**config.mk**
```make
export PLATFORM = sky130hd
export DESIGN_NAME = igv_top
export DESIGN_NICKNAME = d
export VERILOG_FILES = /design/src/igv_pkg.sv /design/src/igv_top.sv /design/src/igv_sync.sv
export VERILOG_INCLUDE_DIRS = /design/src /design/src/src
export SDC_FILE = /design/constraint.sdc
export NUM_CORES = 1
export LEC_CHECK = 0
export BUFFER_PORTS_ARGS = -buffer_cell sky130_fd_sc_hd__buf_2
export CORE_MARGIN = 2
export CORE_UTILIZATION = 50
export DETAILED_ROUTE_END_ITERATION = 12
export PLACE_DENSITY = 0.84
export SYNTH_ARGS = -nofsm -noshare
export SYNTH_HDL_FRONTEND = slang
export SYNTH_SLANG_ARGS = --single-unit
```
**constraint.sdc**
```tcl
create_clock -name MCLK -period 2.3 [get_ports MCLK]
set_input_delay 0.23 -clock MCLK [delete_from_list [all_inputs] [get_ports MCLK]]
set_output_delay 0.23 -clock MCLK [all_outputs]
set_load 0.03 [all_outputs]
```
**src/igv_defines.svh**
```systemverilog
// constants for the interrupt gating and vectoring block
`ifndef IGV_DEFINES_SVH
`define IGV_DEFINES_SVH

// ----------------------------------------------------------------
// register select codes on the software write port
// ----------------------------------------------------------------
`define IGV_SEL_CTRL       3'h0
`define IGV_SEL_FLAG_A     3'h1
`define IGV_SEL_FLAG_B     3'h2
`define IGV_SEL_MASK_A     3'h3
`define IGV_SEL_MASK_B     3'h4

// ----------------------------------------------------------------
// field positions, implemented bits and reset values
// ----------------------------------------------------------------
`define IGV_CONV_BIT       0
`define IGV_FLAG_A_IMPL    8'h01
`define IGV_FLAG_B_IMPL    8'h00
`define IGV_REG_RESET      8'h00
`define IGV_PORTB_W        4

// ----------------------------------------------------------------
// shared vector
// ----------------------------------------------------------------
`define IGV_PC_W           13
`define IGV_VECTOR_ADDR    13'h0004

`endif

```
**src/igv_pkg.sv**
```systemverilog
// types for the interrupt gating and vectoring block
package igv_pkg;

  // ----------------------------------------------------------------
  // control register layout, msb first
  // ----------------------------------------------------------------
  typedef struct packed {
    logic global_irq_enable;
    logic periph_enable;
    logic timer_enable;
    logic pin_enable;
    logic change_enable;
    logic timer_flag;
    logic pin_flag;
    logic change_flag;
  } igv_ctrl_s;

  typedef enum logic {
    ST_IDLE,
    ST_SERVICE
  } igv_state_e;

endpackage : igv_pkg

```
**src/igv_top.sv**
```systemverilog
// interrupt gating and vectoring logic for the core
// What this block does
// four sources: external pin, timer zero overflow, port-b upper pin change, conversion done
// flags set on their events regardless of mask and global enable
// global enable is control bit 7; set permits unmasked sources, clear blocks all
// enable plus any flag-and-mask pair takes the interrupt at once
// clearing a source's own enable stops its vector, flag keeps working
// any reset clears the global enable
// return from interrupt pops the return address and sets global enable
// pin, port-b change and timer flags live in the control register
// peripheral flags and masks in two register pairs, gated by peripheral enable
// taking an interrupt clears enable, pushes return address, loads pc 0004h
// one shared vector; software polls flags to find the source
// software clears serviced flags before re-enabling, else recursion
// pin and port-change events vector within three or four cycles; here the vector loads five cycles after the pin is first sampled
// latency independent of one- or two-cycle instruction in flight
// enable cleared during acknowledge still vectors; later return sets enable
// software clears enable and reads back until seen clear
// conversion done sets its flag and clears conversion busy
// request is enable and (core pairs or peripheral-enable-gated peripheral pairs)
`timescale 1ns/100ps
`include "igv_defines.svh"

module igv_top (
  input  wire logic                   MCLK,
  input  wire logic                   RESET,
  input  wire logic                   EXT_IRQ_PIN,
  input  wire logic [`IGV_PORTB_W-1:0] PORTB_CHANGE_PINS,
  input  wire logic                   TIMER_ZERO_OVF,
  input  wire logic                   CONV_START,
  input  wire logic                   CONV_DONE,
  input  wire logic                   REG_WR,
  input  wire logic [2:0]             REG_SEL,
  input  wire logic [7:0]             REG_WDATA,
  input  wire logic                   RETURN_FROM_IRQ,
  output logic      [7:0]             IRQ_CONTROL_REG,
  output logic      [7:0]             PERIPH_FLAG_REG_A,
  output logic      [7:0]             PERIPH_FLAG_REG_B,
  output logic      [7:0]             PERIPH_MASK_REG_A,
  output logic      [7:0]             PERIPH_MASK_REG_B,
  output logic                        CONV_BUSY,
  output logic                        IRQ_REQUEST,
  output logic                        VECTOR_LOAD,
  output logic      [`IGV_PC_W-1:0]   VECTOR_PC,
  output logic                        PUSH_RETURN,
  output logic                        POP_RETURN,
  output logic                        IN_SERVICE
);

  // ----------------------------------------------------------------
  // state
  // ----------------------------------------------------------------
  igv_pkg::igv_ctrl_s   ctrl;
  igv_pkg::igv_ctrl_s   next_ctrl;
  igv_pkg::igv_state_e  state;
  igv_pkg::igv_state_e  next_state;
  logic [7:0]           next_flag_a;
  logic [7:0]           next_flag_b;
  logic [7:0]           next_mask_a;
  logic [7:0]           next_mask_b;
  logic                 next_conv_busy;
  logic                 next_request;
  logic                 next_vector;
  logic                 next_push;
  logic                 next_pop;
  logic                 next_in_service;
  logic                 ext_filt;
  logic                 ext_prev;
  logic [`IGV_PORTB_W-1:0] pb_filt;
  logic [`IGV_PORTB_W-1:0] pb_prev;
  logic                 ext_rise;
  logic                 pb_change;
  logic                 take;

  assign IRQ_CONTROL_REG = ctrl;

  // ----------------------------------------------------------------
  // pin synchronisers
  // ----------------------------------------------------------------
  igv_sync #(
    .W (1 + `IGV_PORTB_W)
  ) u_sync (
    .MCLK  (MCLK),
    .RESET (RESET),
    .PIN   ({EXT_IRQ_PIN, PORTB_CHANGE_PINS}),
    .FILT  ({ext_filt, pb_filt})
  );

  assign ext_rise  = ext_filt & ~ext_prev;
  assign pb_change = |(pb_filt ^ pb_prev);

  // ----------------------------------------------------------------
  // request evaluation, applied to the next register values
  // ----------------------------------------------------------------
  function automatic logic igv_pending(
    input igv_pkg::igv_ctrl_s c,
    input logic [7:0]         fa,
    input logic [7:0]         fb,
    input logic [7:0]         ma,
    input logic [7:0]         mb
  );
    logic core_req;
    logic per_req;
    core_req = (c.timer_flag & c.timer_enable) | (c.pin_flag & c.pin_enable)
             | (c.change_flag & c.change_enable);
    per_req  = c.periph_enable & (|(fa & ma) | |(fb & mb));
    igv_pending = c.global_irq_enable & (core_req | per_req);
  endfunction : igv_pending

  // request register mirrors the current registers, so taking it
  // adds no latency whatever the instruction length
  assign take = IRQ_REQUEST;

  // ----------------------------------------------------------------
  // next values
  // ----------------------------------------------------------------
  always_comb begin
    next_ctrl       = ctrl;
    next_flag_a     = PERIPH_FLAG_REG_A;
    next_flag_b     = PERIPH_FLAG_REG_B;
    next_mask_a     = PERIPH_MASK_REG_A;
    next_mask_b     = PERIPH_MASK_REG_B;
    next_conv_busy  = CONV_BUSY;
    next_state      = state;

    // software writes
    if (REG_WR && REG_SEL == `IGV_SEL_CTRL) begin
      next_ctrl = REG_WDATA;
    end else if (REG_WR && REG_SEL == `IGV_SEL_FLAG_A) begin
      next_flag_a = REG_WDATA & `IGV_FLAG_A_IMPL;
    end else if (REG_WR && REG_SEL == `IGV_SEL_FLAG_B) begin
      next_flag_b = REG_WDATA & `IGV_FLAG_B_IMPL;
    end else if (REG_WR && REG_SEL == `IGV_SEL_MASK_A) begin
      next_mask_a = REG_WDATA;
    end else if (REG_WR && REG_SEL == `IGV_SEL_MASK_B) begin
      next_mask_b = REG_WDATA;
    end

    // hardware sets after the write so an event never gets lost
    if (ext_rise) begin
      next_ctrl.pin_flag = 1'b1;
    end
    if (pb_change) begin
      next_ctrl.change_flag = 1'b1;
    end
    if (TIMER_ZERO_OVF) begin
      next_ctrl.timer_flag = 1'b1;
    end
    if (CONV_START) begin
      next_conv_busy = 1'b1;
    end
    if (CONV_DONE) begin
      next_flag_a[`IGV_CONV_BIT] = 1'b1;
      next_conv_busy             = 1'b0;
    end

    // acknowledge beats a software clear of the enable in the same cycle
    if (take) begin
      next_ctrl.global_irq_enable = 1'b0;
      next_state    = igv_pkg::ST_SERVICE;
    end
    if (RETURN_FROM_IRQ) begin
      next_ctrl.global_irq_enable = 1'b1;
      next_state    = igv_pkg::ST_IDLE;
    end

    next_vector     = take;
    next_push       = take;
    next_pop        = RETURN_FROM_IRQ;
    next_in_service = 1'b0;
    case (next_state)
      igv_pkg::ST_IDLE: begin
        next_in_service = 1'b0;
      end
      igv_pkg::ST_SERVICE: begin
        next_in_service = 1'b1;
      end
      default: begin
        next_in_service = 1'b0;
      end
    endcase

    // still-set flags retrigger as soon as enable returns
    next_request = igv_pending(next_ctrl, next_flag_a, next_flag_b, next_mask_a, next_mask_b);
  end

  // ----------------------------------------------------------------
  // registers
  // ----------------------------------------------------------------
  always_ff @(posedge MCLK) begin
    if (RESET) begin
      ctrl              <= `IGV_REG_RESET;
      PERIPH_FLAG_REG_A <= `IGV_REG_RESET;
      PERIPH_FLAG_REG_B <= `IGV_REG_RESET;
      PERIPH_MASK_REG_A <= `IGV_REG_RESET;
      PERIPH_MASK_REG_B <= `IGV_REG_RESET;
      CONV_BUSY         <= 1'b0;
      IRQ_REQUEST       <= 1'b0;
      VECTOR_LOAD       <= 1'b0;
      VECTOR_PC         <= `IGV_VECTOR_ADDR;
      PUSH_RETURN       <= 1'b0;
      POP_RETURN        <= 1'b0;
      IN_SERVICE        <= 1'b0;
      state             <= igv_pkg::ST_IDLE;
      ext_prev          <= 1'b0;
      pb_prev           <= '0;
    end else begin
      ctrl              <= next_ctrl;
      PERIPH_FLAG_REG_A <= next_flag_a;
      PERIPH_FLAG_REG_B <= next_flag_b;
      PERIPH_MASK_REG_A <= next_mask_a;
      PERIPH_MASK_REG_B <= next_mask_b;
      CONV_BUSY         <= next_conv_busy;
      IRQ_REQUEST       <= next_request;
      VECTOR_LOAD       <= next_vector;
      VECTOR_PC         <= `IGV_VECTOR_ADDR;
      PUSH_RETURN       <= next_push;
      POP_RETURN        <= next_pop;
      IN_SERVICE        <= next_in_service;
      state             <= next_state;
      ext_prev          <= ext_filt;
      pb_prev           <= pb_filt;
    end
  end

endmodule : igv_top

```
**src/igv_sync.sv**
```systemverilog
// three-stage pin synchroniser with agreement filter
`timescale 1ns/100ps

module igv_sync #(
  parameter int W = 1
) (
  input  wire logic         MCLK,
  input  wire logic         RESET,
  input  wire logic [W-1:0] PIN,
  output logic      [W-1:0] FILT
);

  logic [W-1:0] s1;
  logic [W-1:0] s2;
  logic [W-1:0] s3;
  logic [W-1:0] next_filt;

  // ----------------------------------------------------------------
  // accept a level only once stages two and three agree
  // ----------------------------------------------------------------
  always_comb begin
    next_filt = FILT;
    for (int i = 0; i < W; i++) begin
      if (s2[i] == s3[i]) begin
        next_filt[i] = s3[i];
      end
    end
  end

  always_ff @(posedge MCLK) begin
    if (RESET) begin
      s1   <= '0;
      s2   <= '0;
      s3   <= '0;
      FILT <= '0;
    end else begin
      s1   <= PIN;
      s2   <= s1;
      s3   <= s2;
      FILT <= next_filt;
    end
  end

endmodule : igv_sync

```
After elaboration in Yosys (flattened, before gate mapping)
Cells that the tools add are included.
{"block": "classes", "n_bitwise": 15, "n_lt_le_gt_ge": 0, "multipliers": 0, "n_eq_ne": 9, "div": 0, "mux": 24, "add_sub_neg": 0, "shifts": 0, "n_reduce_logical": 10}
{"operator": "$mux 8", "n": 15}
{"operator": "$and 8x8->8", "n": 2}
{"operator": "$reduce_or 8->1", "n": 2}
{"operator": "$mux 1", "n": 8}
{"operator": "$and 1x1->1", "n": 6}
{"operator": "$eq 3x2->1 const B", "n": 2}
{"operator": "$eq 1x1->1", "n": 5}
{"operator": "$logic_and 1x1->1", "n": 5}
{"operator": "$or 1x1->1", "n": 4}
{"operator": "$reduce_or 4->1", "n": 1}
{"operator": "$xor 4x4->4", "n": 1}
{"operator": "$eq 3x1->1 const B", "n": 1}
{"operator": "$eq 3x3->1 const B", "n": 1}
{"operator": "$logic_not 3->1", "n": 1}
{"operator": "$not 1->1", "n": 2}
{"operator": "$pmux 1 s2", "n": 1}
{"operator": "$reduce_or 2->1", "n": 1}
{"block": "word_totals", "word_cells": 86, "rom_bits": 0, "reg_bits": 71, "output_inout_bits": 59, "latchBits": 0, "mem_count": 0, "inputBits": 23, "ramBits": 0}

Logic depth before layout (Yosys ltp)
Gate-level depths: netlist of the first run.
{"block": "logic_depth", "ltp_word": 13, "mapped_depth": 7, "depth_no_buf": 6}

By module
From an unflattened synthesis of the first run, not the netlist that was laid out.
{"block": "hier_totals", "hier_cells": 263, "area_unflattened_um2": 2673.8}
{"module": "igv_top", "area_each_um2": 2031.9, "instances": 1, "cells_each": 211}
{"module": "igv_sync", "area_each_um2": 641.9, "instances": 1, "cells_each": 52}

Worst setup path before layout of the first run
OpenSTA, ideal clock, no wires.
{"block": "synth_path", "path_kind": "input to register", "startpoint": "input REG_SEL[0]", "endpoint": "register IRQ_REQUEST", "arrival_ns": 1.741, "setup_ns": 0.123, "setup_slack_ns": 0.436, "required_ns": 2.177, "cell_stages": 7, "path_cell_list": "nor4bb_2 buf_6 mux2_4 a222oi_1 a31oi_1 o31ai_1 a21boi_1"}
{"block": "synth_between", "elab_chain_len": 13}
{"element": "start: declaration", "line": "igv_top.sv:33", "rtl": "input wire logic [2:0] REG_SEL,"}
{"element": "$eq 3x3->1 (no source line)"}
{"element": "$logic_and 1x1->1 (no source line)"}
{"element": "$mux 8", "line": "igv_top.sv:135", "rtl": "end else if (REG_WR && REG_SEL == `IGV_SEL_MASK_B) begin"}
{"element": "$mux 8", "line": "igv_top.sv:133", "rtl": "end else if (REG_WR && REG_SEL == `IGV_SEL_MASK_A) begin"}
{"element": "$mux 8", "line": "igv_top.sv:131", "rtl": "end else if (REG_WR && REG_SEL == `IGV_SEL_FLAG_B) begin"}
{"element": "$mux 8", "line": "igv_top.sv:129", "rtl": "end else if (REG_WR && REG_SEL == `IGV_SEL_FLAG_A) begin"}
{"element": "$mux 8", "line": "igv_top.sv:127", "rtl": "if (REG_WR && REG_SEL == `IGV_SEL_CTRL) begin"}
{"element": "$and 8x8->8", "line": "igv_top.sv:106", "rtl": "per_req = c.periph_enable & (|(fa & ma) | |(fb & mb));"}
{"element": "$reduce_or 8->1", "line": "igv_top.sv:106"}
{"element": "$or 1x1->1", "line": "igv_top.sv:106"}
{"element": "$and 1x1->1", "line": "igv_top.sv:106"}
{"element": "$or 1x1->1", "line": "igv_top.sv:107", "rtl": "igv_pending = c.global_irq_enable & (core_req | per_req);"}
{"element": "$and 1x1->1 (*)", "line": "igv_top.sv:107"}
{"element": "end signal: assignment", "line": "igv_top.sv:214", "rtl": "IRQ_REQUEST <= next_request;"}
{"element": "end: declaration", "line": "igv_top.sv:42", "rtl": "output logic IRQ_REQUEST,"}
Every way passes the cells marked *; elsewhere a longest branch is shown, timed or not.
A chain may end at the register's enable or synchronous reset.

Worst setup path after layout of the first run
{"block": "layout_path", "startpoint": "input REG_WR", "endpoint": "register IRQ_REQUEST"}
{"block": "layout_between", "elab_chain_len": 12}
{"element": "start: declaration", "line": "igv_top.sv:32", "rtl": "input wire logic REG_WR,"}
{"element": "$logic_and 1x1->1 (no source line)"}
{"element": "$mux 8", "line": "igv_top.sv:135"}
{"element": "$mux 8", "line": "igv_top.sv:133"}
{"element": "$mux 8", "line": "igv_top.sv:131"}
{"element": "$mux 8", "line": "igv_top.sv:129"}
{"element": "$mux 8", "line": "igv_top.sv:127"}
{"element": "$and 8x8->8", "line": "igv_top.sv:106"}
{"element": "$reduce_or 8->1", "line": "igv_top.sv:106"}
{"element": "$or 1x1->1", "line": "igv_top.sv:106"}
{"element": "$and 1x1->1", "line": "igv_top.sv:106"}
{"element": "$or 1x1->1", "line": "igv_top.sv:107"}
{"element": "$and 1x1->1 (*)", "line": "igv_top.sv:107"}
Marked as above.

==> impl_results.md, run 1 <==
- Status: finished, final reports clean
- Finish-stage setup viols: 0
- Post-CTS Setup Bufs: 0
- Io pins: 82
- Post-CTS sizing: 0
- Worst EP required: between 2 and 3 ns
- Clock sinks: 70
- CP arrival: 2.12 ns
- Mean Syn Cell Area: approximately 10 um^2
- Setup tns final: 0 ns
- Headroom to the max-slew limit: 0.549
- Residual DRC: 0
- Clk pin slew, worst setup/hold paths: approximately 0.070 ns
- Yosys warns: 0
- Design area: 0.00311 mm^2
- Vias per cell: between 4 and 5
- Dpl cell area: between 0.002 and 0.003 mm^2
- Pwr Density: about 740 mW/mm^2
- Synth unique cells: 37
- Sequential share of the synthesized area: 0.545
- FILL cells: roughly 430
- Vias in the first global route: about 1800
- Die W: ~76 um
- RSZ-0062 raised after global routing: no
- CP startpoint kind: input port
- ANT nets after route: 0
- Max Clk Rate: roughly 530 MHz
- Via count: 1961
- Num rows: 26
- Final hold viol count: 0
- Static leakage: approximately 1.4 nW
- Post-Syn Instances: around 260
- Area grow syn2layout: 21.0%
- Number of max-cap violations: 0
- Largest net degree at the start of global routing: 24
- Worst Path Max Fanout: 9
- Crit Path Class: in2reg
- Die Y: 75.7 um
- DIE AREA: between 0.005 and 0.006 mm^2
- Nets: approximately 350
- CTS tree: done
- Cell Area, Synth: approximately 0.0026 mm^2
- Layout cells sized above 1: 0.303
- Root Buffer: clkbuf_8
- Wirelength per Cell: ~13 um
- Critical Path End Type: register
- CTS buffer count: 9
- Initial antenna violation count: 0
- Final hold slack: a little over 0.1 ns
- Final WL: approximately 5300 um
- Initial DRT Pass Iterations: 4
- CTS HTree Levels: 3
- Buffer levels on the longest clock path: 2
- Worst hold path type: in2reg
- Clk_skew: 0.00808 ns
- GRT Total Usage: 0.193
- Global-route wire length before repair: between 8000 and 9000 um
- Clock latency on the worst-skew pair: 0.33 ns
- Initial Util: 0.510
- Max rail drop VDD: between 400 and 500 uV
- CTS Hold Bufs: 0
- Detailed Route Iter0 Violations: 109
- Final setup margin: between 0.3 and 0.4 ns
- Synthesized flop and latch total: 70
- DP Wirelength: 3900 um
- Fin util: 0.617
- GRT Residual Overflow: 0
- Tcrit/Tclk final: 0.826
- Placer Congestion: 0.836
- Least-Margin Pin Slew: approximately 0.67 ns
- Total design power: roughly 2.3 mW
- Fin crit period: 1.90 ns
- Port bufs: 68
- Number of cells after detailed placement: 387
- CORE AREA: around 0.0050 mm^2
- Layout Cells excl Fill: roughly 400
- Antenna cells: 0
- Max Slew Vio Count: 0
- Worst Setup Slack post-DPL: roughly 0.084 ns
-- cell type report --
class | instances | area (um^2) | area share
sequential | 70 | 1400 | 0.450
inverter | 11 | 41.3 | 0.0133
tap | 70 | 87.6 | 0.0281
clock inverter | 6 | 37.5 | 0.0121
clock buffer | 10 | 138 | 0.0442
timing repair buffer | 74 | 385 | 0.124
multi-input combinational | 162 | 1020 | 0.328
-- logic make-up (layout without fill, tap and decap cells) --
family                    Yosys count  after routing  share of synthesized area
muxes                              22             22                     0.0905
xor gates and xnor gates            4              4                     0.0136
AOI/OAI and AO/OA                  31             31                     0.0783
DFF                                70             70                      0.545
buffers and inverters              35            101                     0.0764
and+or+nand+nor                    92             92                      0.193
other                               2             13                    0.00292
-- cells in the mapped netlist --
cell / instances / area share
buf_1: 1 / 0.0015
nor2b_1: 32 / 0.078
o22ai_1: 4 / 0.0097
nand2_1: 10 / 0.015
dfxtp_1: 70 / 0.55
nand2b_1: 1 / 0.0024
mux2_2: 6 / 0.026
and2_1: 6 / 0.015
nand4_1: 1 / 0.0024
a222oi_1: 1 / 0.0039
nor4b_1: 2 / 0.0068
nor2_1: 24 / 0.035
mux2_4: 1 / 0.0058
inv_1: 11 / 0.016
o31ai_1: 1 / 0.0029
clkbuf_1: 6 / 0.0088
buf_6: 1 / 0.0044
nor3b_1: 1 / 0.0029
nand4b_1: 1 / 0.0034
o31a_1: 1 / 0.0034
conb_1: 2 / 0.0029
o221a_2: 1 / 0.0044
buf_4: 15 / 0.044
o211ai_1: 1 / 0.0029
mux2i_1: 15 / 0.058
or3b_2: 1 / 0.0034
o32ai_1: 2 / 0.0068
buf_2: 1 / 0.0019
a21oi_1: 7 / 0.014
a22oi_1: 1 / 0.0029
o21ai_0: 7 / 0.014
a31oi_1: 1 / 0.0024
xnor2_1: 4 / 0.014
a21boi_1: 1 / 0.0029
a211oi_1: 3 / 0.0088
nor3_1: 12 / 0.023
nor4bb_2: 1 / 0.0063
-- state kept, by name, summed over array words and instances, names as in the netlist, 4 cells and up --
| register | flops |
|---|---|
| u_sync.FILT | 5 |
| PERIPH_FLAG_REG_A | 8 |
| pb_prev | 4 |
| PERIPH_MASK_REG_A | 8 |
| PERIPH_FLAG_REG_B | 8 |
| u_sync.s1 | 5 |
| u_sync.s2 | 5 |
| PERIPH_MASK_REG_B | 8 |
| IRQ_CONTROL_REG | 8 |
| u_sync.s3 | 5 |
-- power breakdown --
group | leakage [nW] | switching (mW) | internal [mW]
Combinational | 0.761 | 0.129 | 0.0600
Clock | 0.0841 | 0.441 | 0.414
Sequential | 0.569 | 0.0126 | 1.24
-- layout by cell type, fill, tap and decap left out, types with 2 or more instances in the layout --
cell type   netlist  final
dfxtp_1          70     70
buf_2             1     68
nor2b_1          32     32
nor2_1           24     24
mux2i_1          15     15
conb_1            2     13
nor3_1           12     12
inv_1            11     11
nand2_1          10     10
clkbuf_8          0     10
a21oi_1           7      7
o21ai_0           7      7
and2_1            6      6
mux2_2            6      6
buf_4            15      6
xnor2_1           4      4
o22ai_1           4      4
a211oi_1          3      3
clkinv_2          0      3
clkinvlp_4        0      3
o32ai_1           2      2
-- worst max-delay path, cell delays in order --
cell	delay, ns
buf_2	0.14
nor4bb_2	0.28
buf_4	0.24
mux2_4	0.33
a222oi_1	0.40
a31oi_1	0.15
o31ai_1	0.27
a21boi_1	0.09
-- per-layer routing --
| metal | vias to the layer above | track usage | share of wire |
|---|---|---|---|
| li1 | 974 | - | - |
| met1 | 919 | 0.226 | 0.44 |
| met2 | 63 | 0.330 | 0.49 |
| met3 | 5 | 0.0529 | 0.056 |
| met4 | 0 | 0.0877 | 0.0088 |
| met5 | - | 0 | 0 |
-- worst paths after layout --
kind                        start           end  slack, ns  cells past startpoint
min reg2reg          u_sync.s1[0]  u_sync.s2[0]       0.44                      1
min                     CONV_DONE     CONV_BUSY       0.10                      2
max                        REG_WR   IRQ_REQUEST       0.40                      8
max reg2reg  PERIPH_MASK_REG_B[5]   IRQ_REQUEST       0.69                      5
Power figures use the tool's default switching activity.
==> run 2, diff against run 1 <==
==> constraint.sdc (replaced) <==
create_clock -name MCLK -period 1.9 [get_ports MCLK]
set_input_delay 0.19 -clock MCLK [delete_from_list [all_inputs] [get_ports MCLK]]
set_output_delay 0.19 -clock MCLK [all_outputs]
set_load 0.03 [all_outputs]
==> run 2 against run 1 <==
Cell count increased by 2.0%. Combinational power increased by 26%. Clock power increased by 65%. Wire length increased by 1.3%. Register-to-register slack got worse by 0.40 ns. Critical path depth unchanged. Final area increased by 3.9%. Clock skew decreased by 0.0022 ns. Largest cell class unchanged. Largest power group unchanged.
==> impl_results.md, run 2 (same netlist as run 1, synthesis figures left out) <==
- Status: finished, final reports clean
- Initial Util: 0.510 (unchanged)
- Fin util: 0.641 (+0.0241)
- RSZ-0062 raised after global routing: no
- Worst Path Max Fanout: 6 (-3)
- Critical Path End Type: register
- Max Clk Rate: 569 MHz
- Crit-path max cell delay: 0.39 ns (about the same)
- Largest net degree at the start of global routing: 32 (+33%)
- Placer Congestion: 0.846 (+1.2%)
- Static leakage: 1.49 nW (+5.2%)
- FILL cells: 397 (-8.1%)
- Global-route wire length before repair: 8240 um (+2.1%)
- CP startpoint kind: input port
- Root Buffer: clkbuf_8
- GR peak layer: met2
- Critical Path, Cell by Cell: buf_2 -> nor4bb_2 -> buf_4 -> mux2_4 -> a222oi_1 -> a31oi_1 -> o31ai_1 -> a21boi_1
- Nets: 359 (+2.3%)
- DP Wirelength: 3920 um (+0.55%)
- Worst EP required: 2.13 ns (-0.39 ns)
- Design area: 0.00323 mm^2 (+3.9%)
- Tcrit/Tclk final: 0.926
- DIE AREA: 0.00573 mm^2 (unchanged)
- Buf+Inv Stages, Crit Path: 2 (unchanged)
- Clk pin slew, worst setup/hold paths: 0.07 ns (about the same)
- Num rows: 26 (unchanged)
- CTS HTree Levels: 3 (unchanged)
- GR Util met2: 0.338 (+0.00773)
- Final hold slack: 0.0446 ns (-0.0559 ns)
- Layout Cells excl Fill: 411 (+2.0%)
- Dpl cell area: 0.00300 mm^2 (+2.0%)
- Clock sinks: 70 (unchanged)
- CORE AREA: 0.00504 mm^2 (unchanged)
- Largest delay share family, worst path: compound AO/OA/AOI/OAI gates
- Residual DRC: 0 (unchanged)
- M1 GR Usage: 0.233 (+0.00635)
- Wirelength per Cell: 13.0 um (-0.66%)
- Initial DRT Pass Iterations: 4 (unchanged)
- Most common library cell in the layout ignoring fill and taps: dfxtp_1
- Number of cells after detailed placement: 395 (+2.1%)
- Final hold viol count: 0 (unchanged)
- Via count: 2007 (+2.3%)
- CTS buffer count: 9 (unchanged)
- Antenna cells: 0 (unchanged)
- Worst hold path type: in2reg
- CTS tree: done
- Total design power: 3.16 mW (+38%)
- Detailed Route Iter0 Violations: 118 (+8.3%)
- Fin crit period: between 1.5 and 2 ns
- CTS Hold Bufs: 0 (unchanged)
- Pwr Density: 977 mW/mm^2 (+32%)
- Vias per cell: 4.88 (+0.35%)
- Area grow syn2layout: 25.7%
- Post-CTS Setup Bufs: 0 (unchanged)
- GRT Total Usage: 0.198 (+0.00481)
- Die Y: 75.7 um (unchanged)
- Die W: 75.7 um (unchanged)
- Commonest non-fill, non-tap cells in the layout: dfxtp_1 (70), buf_2 (68), nor2b_1 (32)
- Port bufs: 68 (unchanged)
- Slowest CP cell: a222oi_1
- Headroom to the max-slew limit: 0.639 (+0.0902)
- Least-Margin Pin Slew: 0.541 ns (-0.130 ns)
- Met3 usage: 0.0397 (-0.0132)
- Crit Path Class: in2reg
- GRT Residual Overflow: 0 (unchanged)
- Post-CTS sizing: 0 (unchanged)
- Layout cells sized above 1: 0.320 (+0.0163)
- Clock latency on the worst-skew pair: 0.34 ns (about the same)
- Finish-stage setup viols: 0 (unchanged)
- Max rail drop VDD: 948 uV (+110%)
- Number of max-cap violations: 0 (unchanged)
- Buffer levels on the longest clock path: 2 (unchanged)
- Final WL: 5330 um (+1.3%)
- Max Slew Vio Count: 0 (unchanged)
- Initial antenna violation count: 0 (unchanged)
- ANT nets after route: 0 (unchanged)
- Clk_skew: 0.00587 ns (-0.00221 ns)
- Io pins: 82 (unchanged)
- CP arrival: 1.99 ns (-0.13 ns)
- Vias in the first global route: 1784 (+0.96%)
-- run 2: cell types whose count changed in the layout (fill, tap and decap cells not counted) --
cell	previous run	this run
buf_4	6	14
bufinv_16	0	3
clkbuf_8	10	9
clkinvlp_4	3	1
-- run 2: worst paths after layout --
path	startpoint	end	slack, ns	depth (start not counted)
max reg2reg	PERIPH_MASK_REG_B[5]	IRQ_REQUEST	0.29	5
min reg2reg	u_sync.s1[3]	u_sync.s2[3]	0.44	1
min	RETURN_FROM_IRQ	IN_SERVICE	0.04	2
max	REG_SEL[0]	IRQ_REQUEST	0.14	8
-- run 2: report_power, final --
group          internal [mW]  switching, mW  total (mW)
registers               1.50         0.0145        1.51
logic                 0.0809          0.158       0.239
clock network          0.864          0.542        1.41
-- run 2: stage by stage --
stage,setup slack (ns),setup TNS [ns]
final,0.141,0
after global routing,0.0466,0
after CTS,0.192,0
after detailed placement,-0.167,-0.167
after global placement,-0.0782,-0.0782
after floorplan,0.0763,0
-- run 2: layout make-up --
type	instances	area (um^2)	share of cell area
inverter	11	41.3	0.0128
sequential	70	1400	0.433
timing repair buffer	82	445	0.138
clock buffer	9	124	0.0383
tap	70	87.6	0.0271
multi-input combinational	162	1020	0.316
clock inverter	7	113	0.0348
-- run 2: metal layers --
| layer | vias to the layer above | wire, um | share of wire |
|---|---|---|---|
| met5 | - | 0 | 0 |
| met4 | 0 | 122 | 0.023 |
| met3 | 11 | 233 | 0.044 |
| met2 | 67 | 2620 | 0.49 |
| met1 | 937 | 2350 | 0.44 |
| li1 | 992 | - | - |
